File: config.mk
export PLATFORM = sky130hd
export DESIGN_NAME = isadec_decoder
export DESIGN_NICKNAME = d
export VERILOG_FILES = /design/src/isadec_pkg.sv /design/src/isadec_decoder.sv
export SDC_FILE = /design/constraint.sdc
export NUM_CORES = 1
export LEC_CHECK = 0
export BUFFER_PORTS_ARGS = -buffer_cell sky130_fd_sc_hd__buf_2
export CAP_MARGIN = 20
export CORE_ASPECT_RATIO = 1.2
export CORE_MARGIN = 4
export CORE_UTILIZATION = 43
export DETAILED_ROUTE_END_ITERATION = 8
export PLACE_DENSITY = 0.77
export SLEW_MARGIN = 20
export SYNTH_ARGS = -nofsm -noshare
export SYNTH_HDL_FRONTEND = slang
export SYNTH_SLANG_ARGS = --single-unit
File: constraint.sdc
create_clock -name clk -period 5.75 [get_ports clk]
set_input_delay 0.2875 -clock clk [delete_from_list [all_inputs] [get_ports clk]]
set_output_delay 0.2875 -clock clk [all_outputs]
set_load 0.02 [all_outputs]
File: src/isadec_pkg.sv
`default_nettype none
package isadec_pkg;
   // instruction fields
   localparam int OP_HI = 31;
   localparam int OP_LO = 26;
   localparam int RS_HI = 25;
   localparam int RS_LO = 21;
   localparam int RT_HI = 20;
   localparam int RT_LO = 16;
   localparam int RD_HI = 15;
   localparam int RD_LO = 11;
   localparam int SA_HI = 10;
   localparam int SA_LO = 6;
   localparam int FN_HI = 5;
   localparam int FN_LO = 0;
   localparam int ROT_BIT = 21;
   localparam int ROTV_BIT = 6;
   localparam int TF_BIT = 16;
   localparam int HINT_BIT = 10;
   // primary opcode row/column
   localparam logic [2:0] ROW_0 = 3'h0;
   localparam logic [2:0] ROW_1 = 3'h1;
   localparam logic [2:0] ROW_2 = 3'h2;
   localparam logic [2:0] ROW_3 = 3'h3;
   localparam logic [2:0] ROW_4 = 3'h4;
   localparam logic [2:0] ROW_5 = 3'h5;
   localparam logic [2:0] ROW_6 = 3'h6;
   localparam logic [2:0] ROW_7 = 3'h7;
   localparam logic [4:0] SA_EHB = 5'h03;
   localparam logic [4:0] SA_SUPERSCALAR_IDLE = 5'h01;
   localparam logic [4:0] SA_WSBH = 5'h02;
   localparam logic [4:0] SA_SEB = 5'h10;
   localparam logic [4:0] SA_SEH = 5'h18;
   localparam logic [4:0] RS_READ_SYS_CTRL_REG = 5'h00;
   localparam logic [4:0] RS_WRITE_SYS_CTRL_REG = 5'h04;
   localparam logic [4:0] RS_READ_PREV_SHADOW_REG = 5'h0a;
   localparam logic [4:0] RS_IEGRP = 5'h0b;
   localparam logic [4:0] RS_WRITE_PREV_SHADOW_REG = 5'h0e;
   localparam logic [5:0] FN_DEBUG_BREAKPOINT = 6'h3f;
   localparam logic [5:0] FN_IOFF = 6'h00;
   localparam logic [5:0] FN_ION = 6'h20;

   typedef enum logic [5:0] {
      ISA_NONE, ISA_SLL, ISA_NOP, ISA_SUPERSCALAR_IDLE, ISA_EHB, ISA_SRL, ISA_ROTR, ISA_SHIFT_RIGHT_VARIABLE, ISA_ROTATE_RIGHT_VARIABLE,
      ISA_JR, ISA_JUMP_REGISTER_BARRIER, ISA_JUMP_LINK_REGISTER, ISA_JUMP_LINK_REGISTER_BARRIER, ISA_MOVE_ON_FP_FALSE, ISA_MOVE_ON_FP_TRUE, ISA_REG_ALU,
      ISA_BRANCH_CMP, ISA_TRAP_IMM, ISA_BRANCH_LINK, ISA_ICACHE_SYNCHRONIZE, ISA_MULT_ACCUMULATE_GRP, ISA_CLZ, ISA_CLO,
      ISA_DEBUG_BREAKPOINT, ISA_EXT, ISA_INS, ISA_WSBH, ISA_SEB, ISA_SEH, ISA_READ_HW_REG,
      ISA_READ_SYS_CTRL_REG, ISA_WRITE_SYS_CTRL_REG, ISA_READ_PREV_SHADOW_REG, ISA_WRITE_PREV_SHADOW_REG, ISA_DI, ISA_EI, ISA_SYS_OP,
      ISA_FPU, ISA_FPU_IDX, ISA_UCOP, ISA_JUMP, ISA_BRANCH, ISA_BRANCH_LIKELY,
      ISA_ALU_IMM, ISA_LOAD, ISA_STORE, ISA_CACHE, ISA_PREF, ISA_LL_SC
   } isadec_op_t;

   typedef struct packed {
      logic release2;
      logic fpu64En;
      logic cop0Usable;
      logic cop1Usable;
      logic cop2Usable;
      logic debugBrkImpl;
      logic appExtImpl;
      logic ucopImpl;
   } isadec_cfg_t;

   typedef struct packed {
      logic       valid;
      isadec_op_t op;
      logic       resvInstr;
      logic       copUnusable;
      logic [1:0] copNum;
   } isadec_res_t;
endpackage : isadec_pkg
`default_nettype wire

File: src/isadec_decoder.sv
// Contract
// - opcode row bits 31..29, column 28..26
// - reserved codes raise reserved instruction
// - higher level codes raise reserved instruction
// - class codes decode a further field
// - 64-bit fpu codes need mode enabled
// - partner codes trap: reserved or unusable
// - debug breakpoint optional, else reserved
// - app extension codes trap when absent
// - release-2 additions reserved on release 1
// - branch-likely still decodes valid
// - alu, sys coproc, bitfield class placement
// - alu function row/column, gaps reserved
// - reg-imm rt decode, 11/111 icache sync
// - extended arith rows 000, 100, 111/111
// - bitfield class, reserved on release 1
// - tf bit: 0 false, 1 true
// - bit 21 selects rotate on release 2
// - bit 6 selects variable rotate on release 2
// - byte shuffle sparse shift-amount decode
// - function zero splits shift/idle/barrier
// - hint field selects barrier jump forms
// - indexed fpu opcode reserved for 64-bit fpu
// - interrupt enable group: off and on
`default_nettype none
module isadec_decoder
(
   // clock and reset
   input  wire logic                    clk,
   input  wire logic                    sys_rst,
   // fetch side
   input  wire logic                    instrValid,
   input  wire logic [31:0]             instr,
   // static options
   input  wire isadec_pkg::isadec_cfg_t cfg,
   // pipeline side
   output var isadec_pkg::isadec_res_t  result
);
   isadec_pkg::isadec_res_t next_result;
   isadec_pkg::isadec_op_t  op;
   logic                    ri;
   logic                    cu;
   logic [1:0]              cn;
   logic [2:0]              row;
   logic [2:0]              col;
   logic [2:0]              fRow;
   logic [2:0]              fCol;
   logic [4:0]              rs;
   logic [4:0]              rt;
   logic [4:0]              rd;
   logic [4:0]              sa;
   logic [5:0]              fn;

   assign row = instr[isadec_pkg::OP_HI -: 3];
   assign col = instr[isadec_pkg::OP_HI - 3 -: 3];
   assign rs = instr[isadec_pkg::RS_HI:isadec_pkg::RS_LO];
   assign rt = instr[isadec_pkg::RT_HI:isadec_pkg::RT_LO];
   assign rd = instr[isadec_pkg::RD_HI:isadec_pkg::RD_LO];
   assign sa = instr[isadec_pkg::SA_HI:isadec_pkg::SA_LO];
   assign fn = instr[isadec_pkg::FN_HI:isadec_pkg::FN_LO];
   assign fRow = fn[5:3];
   assign fCol = fn[2:0];

   always_comb
   begin
      op = isadec_pkg::ISA_NONE;
      ri = 1'b0;
      cu = 1'b0;
      cn = 2'h0;
      case ({row, col})
         6'h00:
         begin
            // register-alu class, function row/column
            op = isadec_pkg::ISA_REG_ALU;
            case (fn)
               6'h00:
               begin
                  if (rt == 5'h00 && rd == 5'h00 && sa == isadec_pkg::SA_EHB)
                     op = isadec_pkg::ISA_EHB;
                  else if (rt == 5'h00 && rd == 5'h00 && sa == isadec_pkg::SA_SUPERSCALAR_IDLE)
                     op = isadec_pkg::ISA_SUPERSCALAR_IDLE;
                  else if (rt == 5'h00 && rd == 5'h00 && sa == 5'h00)
                     op = isadec_pkg::ISA_NOP;
                  else
                     op = isadec_pkg::ISA_SLL;
               end
               6'h01:
               begin
                  op = instr[isadec_pkg::TF_BIT] ? isadec_pkg::ISA_MOVE_ON_FP_TRUE : isadec_pkg::ISA_MOVE_ON_FP_FALSE;
                  cn = 2'h1;
                  cu = !cfg.cop1Usable;
               end
               6'h02: op = (cfg.release2 && instr[isadec_pkg::ROT_BIT]) ? isadec_pkg::ISA_ROTR
                                                                       : isadec_pkg::ISA_SRL;
               6'h06: op = (cfg.release2 && instr[isadec_pkg::ROTV_BIT]) ? isadec_pkg::ISA_ROTATE_RIGHT_VARIABLE
                                                                        : isadec_pkg::ISA_SHIFT_RIGHT_VARIABLE;
               6'h08: op = instr[isadec_pkg::HINT_BIT] ? isadec_pkg::ISA_JUMP_REGISTER_BARRIER : isadec_pkg::ISA_JR;
               6'h09: op = instr[isadec_pkg::HINT_BIT] ? isadec_pkg::ISA_JUMP_LINK_REGISTER_BARRIER : isadec_pkg::ISA_JUMP_LINK_REGISTER;
               // reserved and higher-level gaps
               6'h05, 6'h0e, 6'h14, 6'h15, 6'h16, 6'h17, 6'h1c, 6'h1d, 6'h1e, 6'h1f,
               6'h28, 6'h29, 6'h2c, 6'h2d, 6'h2e, 6'h2f, 6'h35, 6'h37,
               6'h38, 6'h39, 6'h3a, 6'h3b, 6'h3c, 6'h3d, 6'h3e, 6'h3f: ri = 1'b1;
               default: op = isadec_pkg::ISA_REG_ALU;
            endcase
         end
         6'h01:
         begin
            // reg-imm class by src_b field
            case (rt[4:3])
               2'h0: begin op = isadec_pkg::ISA_BRANCH_CMP; ri = rt[2]; end
               2'h1: begin op = isadec_pkg::ISA_TRAP_IMM; ri = (rt[2:0] == 3'h5 || rt[2:0] == 3'h7); end
               2'h2: begin op = isadec_pkg::ISA_BRANCH_LINK; ri = rt[2]; end
               default:
               begin
                  op = isadec_pkg::ISA_ICACHE_SYNCHRONIZE;
                  ri = !(rt[2:0] == 3'h7 && cfg.release2);
               end
            endcase
         end
         6'h02, 6'h03: op = isadec_pkg::ISA_JUMP;
         6'h04, 6'h05, 6'h06, 6'h07: op = isadec_pkg::ISA_BRANCH;
         6'h08, 6'h09, 6'h0a, 6'h0b, 6'h0c, 6'h0d, 6'h0e, 6'h0f: op = isadec_pkg::ISA_ALU_IMM;
         6'h10:
         begin
            // system coprocessor class
            cn = 2'h0;
            cu = !cfg.cop0Usable;
            if (rs[4])
               op = isadec_pkg::ISA_SYS_OP;
            else
            begin
               case (rs)
                  isadec_pkg::RS_READ_SYS_CTRL_REG: op = isadec_pkg::ISA_READ_SYS_CTRL_REG;
                  isadec_pkg::RS_WRITE_SYS_CTRL_REG: op = isadec_pkg::ISA_WRITE_SYS_CTRL_REG;
                  isadec_pkg::RS_READ_PREV_SHADOW_REG: begin op = isadec_pkg::ISA_READ_PREV_SHADOW_REG; ri = !cfg.release2; end
                  isadec_pkg::RS_WRITE_PREV_SHADOW_REG: begin op = isadec_pkg::ISA_WRITE_PREV_SHADOW_REG; ri = !cfg.release2; end
                  isadec_pkg::RS_IEGRP:
                  begin
                     if (fn == isadec_pkg::FN_IOFF)
                        op = isadec_pkg::ISA_DI;
                     else if (fn == isadec_pkg::FN_ION)
                        op = isadec_pkg::ISA_EI;
                     ri = !cfg.release2 || op == isadec_pkg::ISA_NONE;
                  end
                  default: ri = 1'b1;
               endcase
            end
         end
         6'h11: begin op = isadec_pkg::ISA_FPU; cn = 2'h1; cu = !cfg.cop1Usable; end
         6'h12:
         begin
            op = isadec_pkg::ISA_UCOP;
            cn = 2'h2;
            cu = !cfg.cop2Usable;
            ri = !cfg.ucopImpl;
         end
         6'h13:
         begin
            op = isadec_pkg::ISA_FPU_IDX;
            cn = 2'h1;
            cu = !cfg.cop1Usable;
            ri = !(cfg.release2 && cfg.fpu64En);
         end
         6'h14, 6'h15, 6'h16, 6'h17: op = isadec_pkg::ISA_BRANCH_LIKELY;
         6'h1c:
         begin
            // extended arithmetic class
            case (fRow)
               3'h0: begin op = isadec_pkg::ISA_MULT_ACCUMULATE_GRP; ri = (fCol == 3'h3 || fCol > 3'h5); end
               3'h4:
               begin
                  op = (fCol == 3'h0) ? isadec_pkg::ISA_CLZ : isadec_pkg::ISA_CLO;
                  ri = fCol > 3'h1;
               end
               3'h7:
               begin
                  op = isadec_pkg::ISA_DEBUG_BREAKPOINT;
                  ri = !(fn == isadec_pkg::FN_DEBUG_BREAKPOINT && cfg.debugBrkImpl);
               end
               default: ri = 1'b1;
            endcase
         end
         6'h1d, 6'h1e: ri = !cfg.appExtImpl;
         6'h1f:
         begin
            // bitfield class, release 2 only
            case (fn)
               6'h00: op = isadec_pkg::ISA_EXT;
               6'h04: op = isadec_pkg::ISA_INS;
               6'h3b: op = isadec_pkg::ISA_READ_HW_REG;
               6'h20:
               begin
                  case (sa)
                     isadec_pkg::SA_WSBH: op = isadec_pkg::ISA_WSBH;
                     isadec_pkg::SA_SEB: op = isadec_pkg::ISA_SEB;
                     isadec_pkg::SA_SEH: op = isadec_pkg::ISA_SEH;
                     default: ri = 1'b1;
                  endcase
               end
               default: ri = 1'b1;
            endcase
            if (!cfg.release2)
               ri = 1'b1;
         end
         6'h20, 6'h21, 6'h22, 6'h23, 6'h24, 6'h25, 6'h26: op = isadec_pkg::ISA_LOAD;
         6'h28, 6'h29, 6'h2a, 6'h2b, 6'h2e: op = isadec_pkg::ISA_STORE;
         6'h2f: op = isadec_pkg::ISA_CACHE;
         6'h30, 6'h38: op = isadec_pkg::ISA_LL_SC;
         6'h33: op = isadec_pkg::ISA_PREF;
         6'h31, 6'h35, 6'h39, 6'h3d: begin op = isadec_pkg::ISA_LOAD; cn = 2'h1; cu = !cfg.cop1Usable; end
         6'h32, 6'h36, 6'h3a, 6'h3e:
         begin
            op = isadec_pkg::ISA_UCOP;
            cn = 2'h2;
            cu = !cfg.cop2Usable;
            ri = !cfg.ucopImpl;
         end
         default: ri = 1'b1;
      endcase
   end

   // trap indications exclusive with valid; unusable beats reserved
   always_comb
   begin
      next_result = '0;
      if (instrValid)
      begin
         next_result.copNum = cn;
         if (cu)
            next_result.copUnusable = 1'b1;
         else if (ri)
            next_result.resvInstr = 1'b1;
         else
         begin
            next_result.valid = 1'b1;
            next_result.op = op;
         end
      end
   end

   always_ff @(posedge clk)
   begin
      if (sys_rst)
         result <= '0;
      else
         result <= next_result;
   end

   AST_EXCL: assert property (@(posedge clk) disable iff (sys_rst)
      $onehot0({result.valid, result.resvInstr, result.copUnusable}))
      else $error("decode outcomes overlap");
   AST_R1_BITFIELD: assert property (@(posedge clk) disable iff (sys_rst)
      instrValid && instr[31:26] == 6'h1f && !cfg.release2 |=> result.resvInstr)
      else $error("bitfield class not reserved on release 1");
   AST_BLIKELY: assert property (@(posedge clk) disable iff (sys_rst)
      instrValid && instr[31:28] == 4'h5 |=> result.valid && result.op == isadec_pkg::ISA_BRANCH_LIKELY)
      else $error("branch likely not valid");
   AST_ROTR: assert property (@(posedge clk) disable iff (sys_rst)
      instrValid && instr[31:26] == 6'h00 && instr[5:0] == 6'h02 && instr[21] && cfg.release2
      |=> result.op == isadec_pkg::ISA_ROTR)
      else $error("rotate not selected");
   AST_ROTATE_RIGHT_VARIABLE_R1: assert property (@(posedge clk) disable iff (sys_rst)
      instrValid && instr[31:26] == 6'h00 && instr[5:0] == 6'h06 && !cfg.release2
      |=> result.op == isadec_pkg::ISA_SHIFT_RIGHT_VARIABLE)
      else $error("release 1 variable shift not logical");
   AST_MOVE_ON_FP_TRUE: assert property (@(posedge clk) disable iff (sys_rst)
      instrValid && instr[31:26] == 6'h00 && instr[5:0] == 6'h01 && cfg.cop1Usable
      |=> result.op == ($past(instr[16]) ? isadec_pkg::ISA_MOVE_ON_FP_TRUE : isadec_pkg::ISA_MOVE_ON_FP_FALSE))
      else $error("tf select wrong");
   AST_IDX_FPU: assert property (@(posedge clk) disable iff (sys_rst)
      instrValid && instr[31:26] == 6'h13 && !cfg.fpu64En |=> !result.valid)
      else $error("indexed fpu valid without 64-bit mode");
   AST_APPEXT: assert property (@(posedge clk) disable iff (sys_rst)
      instrValid && instr[31:26] == 6'h1e && !cfg.appExtImpl |=> result.resvInstr)
      else $error("app extension code not reserved");
   AST_ICACHE_SYNCHRONIZE: assert property (@(posedge clk) disable iff (sys_rst)
      instrValid && instr[31:26] == 6'h01 && instr[20:16] == 5'h1f && cfg.release2
      |=> result.op == isadec_pkg::ISA_ICACHE_SYNCHRONIZE && result.valid)
      else $error("icache sync not decoded");
   COV_NOP: cover property (@(posedge clk) result.valid && result.op == isadec_pkg::ISA_NOP);
   COV_RI: cover property (@(posedge clk) result.resvInstr);
   COV_CU: cover property (@(posedge clk) result.copUnusable);
   COV_EI: cover property (@(posedge clk) result.valid && result.op == isadec_pkg::ISA_EI);
endmodule : isadec_decoder
`default_nettype wire

Yosys cells after proc, flatten, opt, wreduce, memory -nomap -nowiden
Cells that the tools add are included.
{"block": "classes", "div": 0, "n_shift": 0, "bitwise_logic": 1, "addsub": 0, "muxes": 38, "order_cmp": 2, "n_reduce_logical": 51, "eq_ne": 100, "mul": 0}
{"op": "6-bit equality test, second input constant", "n": 41}
{"op": "6-bit by 5-bit equality test with 1-bit output, second input constant", "n": 20}
{"op": "6-bit one-hot mux with 17 select lines", "n": 1}
{"op": "6-bit by 4-bit equality test with 1-bit output, second input constant", "n": 11}
{"op": "6-bit by 3-bit equality test with 1-bit output, second input constant", "n": 7}
{"op": "39-bit OR reduction", "n": 1}
{"op": "6-bit two-way mux", "n": 6}
{"op": "5-bit one-hot mux with 3 select lines", "n": 2}
{"op": "6-bit one-hot mux with 5 select lines", "n": 1}
{"op": "26-bit OR reduction", "n": 1}
{"op": "4-bit one-hot mux with 6 select lines", "n": 1}
{"op": "5-bit logical NOT", "n": 4}
{"op": "5-bit one-hot mux with 4 select lines", "n": 1}
{"op": "6-bit by 2-bit equality test with 1-bit output, second input constant", "n": 3}
{"op": "6-bit logical NOT", "n": 3}
{"op": "5-bit by 4-bit equality test with 1-bit output, second input constant", "n": 3}
{"op": "2-bit OR reduction", "n": 7}
{"op": "3-bit equality test, second input constant", "n": 4}
{"op": "6-bit by 1-bit equality test with 1-bit output, second input constant", "n": 2}
{"op": "2-bit two-way mux", "n": 6}
{"op": "2-bit one-hot mux with 3 select lines", "n": 2}
{"op": "4-bit OR reduction", "n": 3}
{"op": "11-bit OR reduction", "n": 1}
{"op": "5-bit by 2-bit equality test with 1-bit output, second input constant", "n": 2}
{"op": "other kinds (26)", "n": 59}
{"block": "word_totals", "register_bits": 11, "in_bits": 43, "out_inout_bits": 11, "word_cells": 197, "mem_bits_rw": 0, "n_memories": 0, "romBits": 0, "latch_bits": 0}

Longest topological paths before layout
Gate-level depths: netlist (run 1).
{"block": "depth", "depth_word": 12, "depth_mapped": 8, "ltp_nobuf": 6}

Worst setup path after synthesis (run 1)
OpenSTA, ideal clock, no wires.
{"block": "synth_path", "path_type": "input port to flip-flop", "start": "input instr[3]", "end": "register result[4] in the netlist's numbering", "slack_ns": 3.445, "cell_stages": 8, "t_required_ns": 5.676, "path_buffers": 2, "setup_ns": 0.074, "arrival_time_ns": 2.231, "cell_sequence": "buf_6 > or4_4 > nor4_4 > nor4_1 > a211o_1 > or4_4 > buf_6 > a31oi_4"}
{"block": "synth_via", "elab_chain_cells": 12, "word_cells_on_any_way": 64, "cone_classes": "35 x eq/ne; 20 x mux; 9 x reduce/logical"}
{"item": "start: declaration", "line_no": "isadec_decoder.sv:33", "source": "input wire logic [31:0] instr,"}
{"item": "6-bit equality test", "line_no": "isadec_decoder.sv:141, isadec_decoder.sv:187"}
{"item": "6-bit two-way mux", "line_no": "isadec_decoder.sv:141", "source": "else if (fn == isadec_pkg::FN_ION)"}
{"item": "6-bit two-way mux", "line_no": "isadec_decoder.sv:139", "source": "if (fn == isadec_pkg::FN_IOFF)"}
{"item": "6-bit two-way mux", "line_no": "isadec_decoder.sv:132", "source": "case (rs)"}
{"item": "6-bit two-way mux", "line_no": "isadec_decoder.sv:128", "source": "if (rs[4])"}
{"item": "6-bit two-way mux", "line_no": "isadec_decoder.sv:70", "source": "case ({row, col})"}
{"item": "6-bit logical NOT", "line_no": "isadec_decoder.sv:143", "source": "ri = !cfg.release2 || op == isadec_pkg::ISA_NONE;"}
{"item": "1-bit logical OR", "line_no": "isadec_decoder.sv:143"}
{"item": "1-bit one-hot mux with 3 select lines", "line_no": "isadec_decoder.sv:132"}
{"item": "1-bit two-way mux", "line_no": "isadec_decoder.sv:128"}
{"item": "1-bit one-hot mux with 9 select lines", "line_no": "isadec_decoder.sv:70"}
{"item": "4-bit OR reduction (no line)"}
{"item": "end signal: assignment", "line_no": "isadec_decoder.sv:246", "source": "result <= next_result;"}
{"item": "end: declaration", "line_no": "isadec_decoder.sv:37", "source": "output var isadec_pkg::isadec_res_t result"}
Several ways; a longest one is shown, not always the timed one. The select of a mux whose other input is x is not followed.
A chain may end at the register's enable or synchronous reset.

Final worst setup path (run 1)
{"block": "layout_path", "start": "input instr[0]", "end": "register result[4] in the netlist's numbering"}
The elaborated chain is that of the path after synthesis.

==> metrics, run 1 <==
final worst-path cycle share=0.399; CP Class=primary input to flop; Synth top area share=0.131; Core Region=3690 um^2; clk root buf=clkbuf_8; WHS Endpoint=result[2]; max FFs per register=11; maximum vdd drop=0.0607 mV; first-pass GRT wire length=7.93 mm; Synth area leaders=dfxtp_1, nor2_1, nand2_1; dpl hpwl=4.00 mm; Worst slew margin=0.565; Synth Flop Type=dfxtp_1; Fillers=386; Final Hold Fails=0; DR vias=2,097; Vias/cell=6.06; vias in the first global route=1,785; Layout Area Growth over Synthesis=16.0%; worst-path fanout max=11; IO buf count=53; clock-pin slew on the worst setup and hold paths=0.05 ns; area of the mapped netlist=1680 um^2; Mapped Nets=301; share of cells above drive strength 1=0.231; Fin Hold WS=0.361 ns; WL final=5.09 mm; synth unique cells=59; final setup vio count=0; postcts setup bufs=0; Hold Path Depth=4; 1st-iter DRT viols=109; RSZ-0062 raised after global routing=false; Ys Warns=0; ANT cells=0; async set-reset flop share out of synthesis=0; Hold Startpoint=cfg[4]; Cells after Synth=258; Reg with most FFs=result; Residual DRC=0; Die H=76.4 um; Nets=338; die area=4970 um^2; Routed Antenna Nets=0; count leader, synth=nor2_1; maximum clock frequency=436 MHz; Seq/Total Area, Yosys=0.131; number of placed I/O pins=54; total track usage=0.192; GP Congestion=0.893; most instantiated cells after synthesis=nor2_1, nand2_1, o21ai_0, a21oi_1, nor3_1; worst path arrival time=2.45 ns; hold_buf cts=0; Remaining Overflow, GRT=0; initial antenna violation count=0; syn_area_per_cell=6.50 um^2; critical path data required time=5.91 ns; largest net degree at the start of global routing=26; final slew viol count=0; clk buf depth=2; WL/cell=14.7 um; status=finished clean; Starting Density=0.454; cts bufs inserted=3; minimum clock period=2.29 ns; Sinks on Clock Net=11; leading area contributor after synthesis=dfxtp_1; Largest regs=result: 11 flops; startpoint types=primary input; CP Capture Type=flop; DIE WIDTH=65.0 um; EDFF count, synth=0; Rows=24; Leak=0.751 nW; max cap viols=0; H-tree depth=1; PD cells=134 nW/um^2; flop and latch count out of synthesis=11; Worst Tran Pin Value=0.647 ns; min-delay worst type=primary input to flop; Post-CTS Resized=0; DRT Pass-1 Iters=4; TNS Setup=0 ns; TritonCTS clock tree=done
-- per-stage QoR --
step,worst slack [ns],util,instance area (um^2),instances,total power [W]
floorplan,3.45,-,1680,258,0.000152
global placement,3.28,0.515,1900,342,0.000184
detailed placement,3.23,0.515,1900,342,0.000185
CTS,3.47,0.527,1950,346,0.000260
global route,3.37,0.527,1950,346,0.000277
finish,3.46,0.527,1950,346,0.000260
-- routing by layer --
layer | up-vias | global-route usage | share of wire
met5 | - | 0 | 0
met4 | 0 | 0.0892 | 0.038
met3 | 19 | 0.0265 | 0.082
met2 | 104 | 0.320 | 0.49
met1 | 939 | 0.240 | 0.39
li1 | 1035 | - | -
-- layout make-up --
cell class / count / area [um^2] / share of cell area
tap: 52 / 65.1 / 0.0334
sequential: 11 / 220 / 0.113
multi-input combinational: 218 / 1320 / 0.678
inverter: 8 / 30.0 / 0.0154
timing repair buffer: 53 / 265 / 0.136
clock buffer: 4 / 45.0 / 0.0232
-- cells in the final DEF, fill, tap and decap left out, types with 3 or more instances in the layout --
master     n
nor4_1     9
nor3b_1    3
a21oi_1   16
nand3_1    8
o21bai_1   4
inv_1      7
clkbuf_8   3
xnor2_1    3
nand2b_1   6
nor2_1    32
dfxtp_1   11
o21ai_0   17
nor4b_1    3
o22ai_1    3
nand2_1   28
a31oi_1    3
o211ai_1   5
buf_2     53
nor2b_1    8
nor3_1    12
o31ai_1    4
a32oi_1    3
and3_1     5
nand4_1    5
-- cell families (layout without fill, tap and decap cells) --
group / Yosys count / count (layout) / share of synthesized area
XOR/XNOR: 5 / 5 / 0.0261
AND/OR/NAND/NOR: 130 / 130 / 0.407
AO/OA/AOI/OAI: 83 / 83 / 0.353
flip-flops: 11 / 11 / 0.131
buffers and inverters: 29 / 65 / 0.0820
-- how the worst max path moves through the flow --
stage	slack, ns	startpoint	depth (start not counted)	end
2_1_floorplan	3.45	instr[3]	8	result[4]
3_3_place_gp	3.28	instr[0]	7	result[4]
3_5_place_dp	3.23	instr[0]	7	result[4]
4_1_cts	3.47	instr[0]	7	result[4]
5_1_grt	3.37	instr[0]	7	result[4]
6_report	3.46	instr[0]	7	result[4]
-- power by group --
| part | switching, W | internal (W) |
|---|---|---|
| Clock | 0.0000265 | 0.0000485 |
| Combinational | 0.0000661 | 0.0000388 |
| Sequential | 0.000000664 | 0.0000795 |
| Total | 0.0000932 | 0.000167 |
-- worst max-delay path, stage by stage --
cell and delay (ns):
buf_2 0.16, or4_4 0.57, nor4_4 0.25, nor4_1 0.09, a211o_1 0.28, or4_4 0.64
a31oi_4 0.17
No activity file was read; power rests on OpenSTA's default activity.
==> run 2: changes to the inputs <==
- clock period: 5.75 -> 2.2 ns (I/O delays scaled with it)
==> run 2 against run 1 <==
Critical path type unchanged. Sequential share of layout area decreased by 0.89 points. Combinational power increased to 2.9 times the previous value. Utilization up 4.5 points. Highest routed layer unchanged.
==> metrics, run 2 (synthesis results as in run 1) <==
status=finished clean; Layout Area Growth over Synthesis=25.8%; 1st-iter DRT viols=110; Vias/cell=5.94; die area=4970 um^2; Worst slew margin=0.509; Starting Density=0.454; Final Cell Area=2110 um^2; PD cells=333 nW/um^2; ANT cells=0; max cap viols=0; Residual DRC=0; final slew viol count=0; DRT Pass-1 Iters=4; IO buf count=53; Die H=76.4 um; DR vias=2,186; H-tree depth=1; postcts setup bufs=0; Largest regs=result: 11 flops; Final Hold Fails=0; Rows=24; clk root buf=clkbuf_8; cts bufs inserted=3; Fillers=405; startpoint types=primary input; Routed Antenna Nets=0; most common cell after layout, fill and taps aside=buf_2; DIE WIDTH=65.0 um; minimum clock period=2.02 ns; clock-pin slew on the worst setup and hold paths=0.05 ns; CP Capture Type=flop; critical path data required time=2.36 ns; share of cells above drive strength 1=0.285; Remaining Overflow, GRT=0; vias in the first global route=1,992; CP Class=primary input to flop; GP Congestion=0.909; final worst-path cycle share=0.917; min-delay worst type=primary input to flop; Worst Tran Pin Value=0.729 ns; Post-CTS Resized=0; maximum vdd drop=0.169 mV; TritonCTS clock tree=done; Nets=360; Leak=0.858 nW; placed inst area=2070 um^2; clk buf depth=2; worst-path fanout max=7; worst path arrival time=2.17 ns; final setup vio count=0; total track usage=0.216; RSZ-0062 raised after global routing=false; initial antenna violation count=0; most frequent cells in the layout=buf_2, nor2_1, nand2_1; Sinks on Clock Net=11; WL final=5.39 mm; Core Region=3690 um^2; hold_buf cts=0; WL/cell=14.7 um; largest net degree at the start of global routing=18; first-pass GRT wire length=8.87 mm; Reg with most FFs=result; max FFs per register=11; maximum clock frequency=496 MHz; TNS Setup=0 ns; number of placed I/O pins=54; dpl hpwl=4.40 mm
-- run 2: cell types whose count changed in the layout (fill, tap and decap cells not counted), sizes merged --
cell and delta:
buf +22
-- run 2: per-layer routing --
layer,track usage,vias up,routed length [um]
li1,-,1084,-
met1,0.261,995,2230
met2,0.379,91,2660
met3,0.0265,16,348
met4,0.0851,0,157
met5,0,-,0
-- run 2: final timing paths --
check                start   endpoint  slack (ns)  cells after the start
setup / recovery  instr[0]  result[4]        0.18                      7
hold / removal      cfg[4]  result[2]        0.17                      4
-- run 2: power breakdown --
group          switching [W]  internal [W]
clock              0.0000663      0.000126
sequential        0.00000155      0.000208
combinational       0.000179      0.000122
total               0.000247      0.000456
-- run 2: through the flow --
stage | hold WS (ns) | utilization | setup slack (ns) | cells | power (W)
global placement | 0.406 | 0.559 | -0.0164 | 364 | 0.000507
finish | 0.167 | 0.571 | 0.183 | 368 | 0.000703
detailed placement | 0.409 | 0.559 | -0.0482 | 364 | 0.000511
global route | 0.209 | 0.571 | 0.115 | 368 | 0.000753
floorplan | 0.293 | - | 0.0725 | 258 | 0.000398
CTS | 0.162 | 0.571 | 0.189 | 368 | 0.000707
-- run 2: worst max-delay path, stage by stage --
cell	delay [ns]
buf_2	0.11
or4_4	0.55
nor4_4	0.24
nor4_1	0.09
a211o_1	0.28
or4_4	0.64
a31oi_4	0.16
-- run 2: cell type report --
class | instances | area, um^2 | share of cell area
inverter | 8 | 30.0 | 0.0142
multi-input combinational | 218 | 1320 | 0.625
timing repair buffer | 75 | 430 | 0.204
sequential | 11 | 220 | 0.104
clock buffer | 4 | 45.0 | 0.0213
tap | 52 | 65.1 | 0.0308
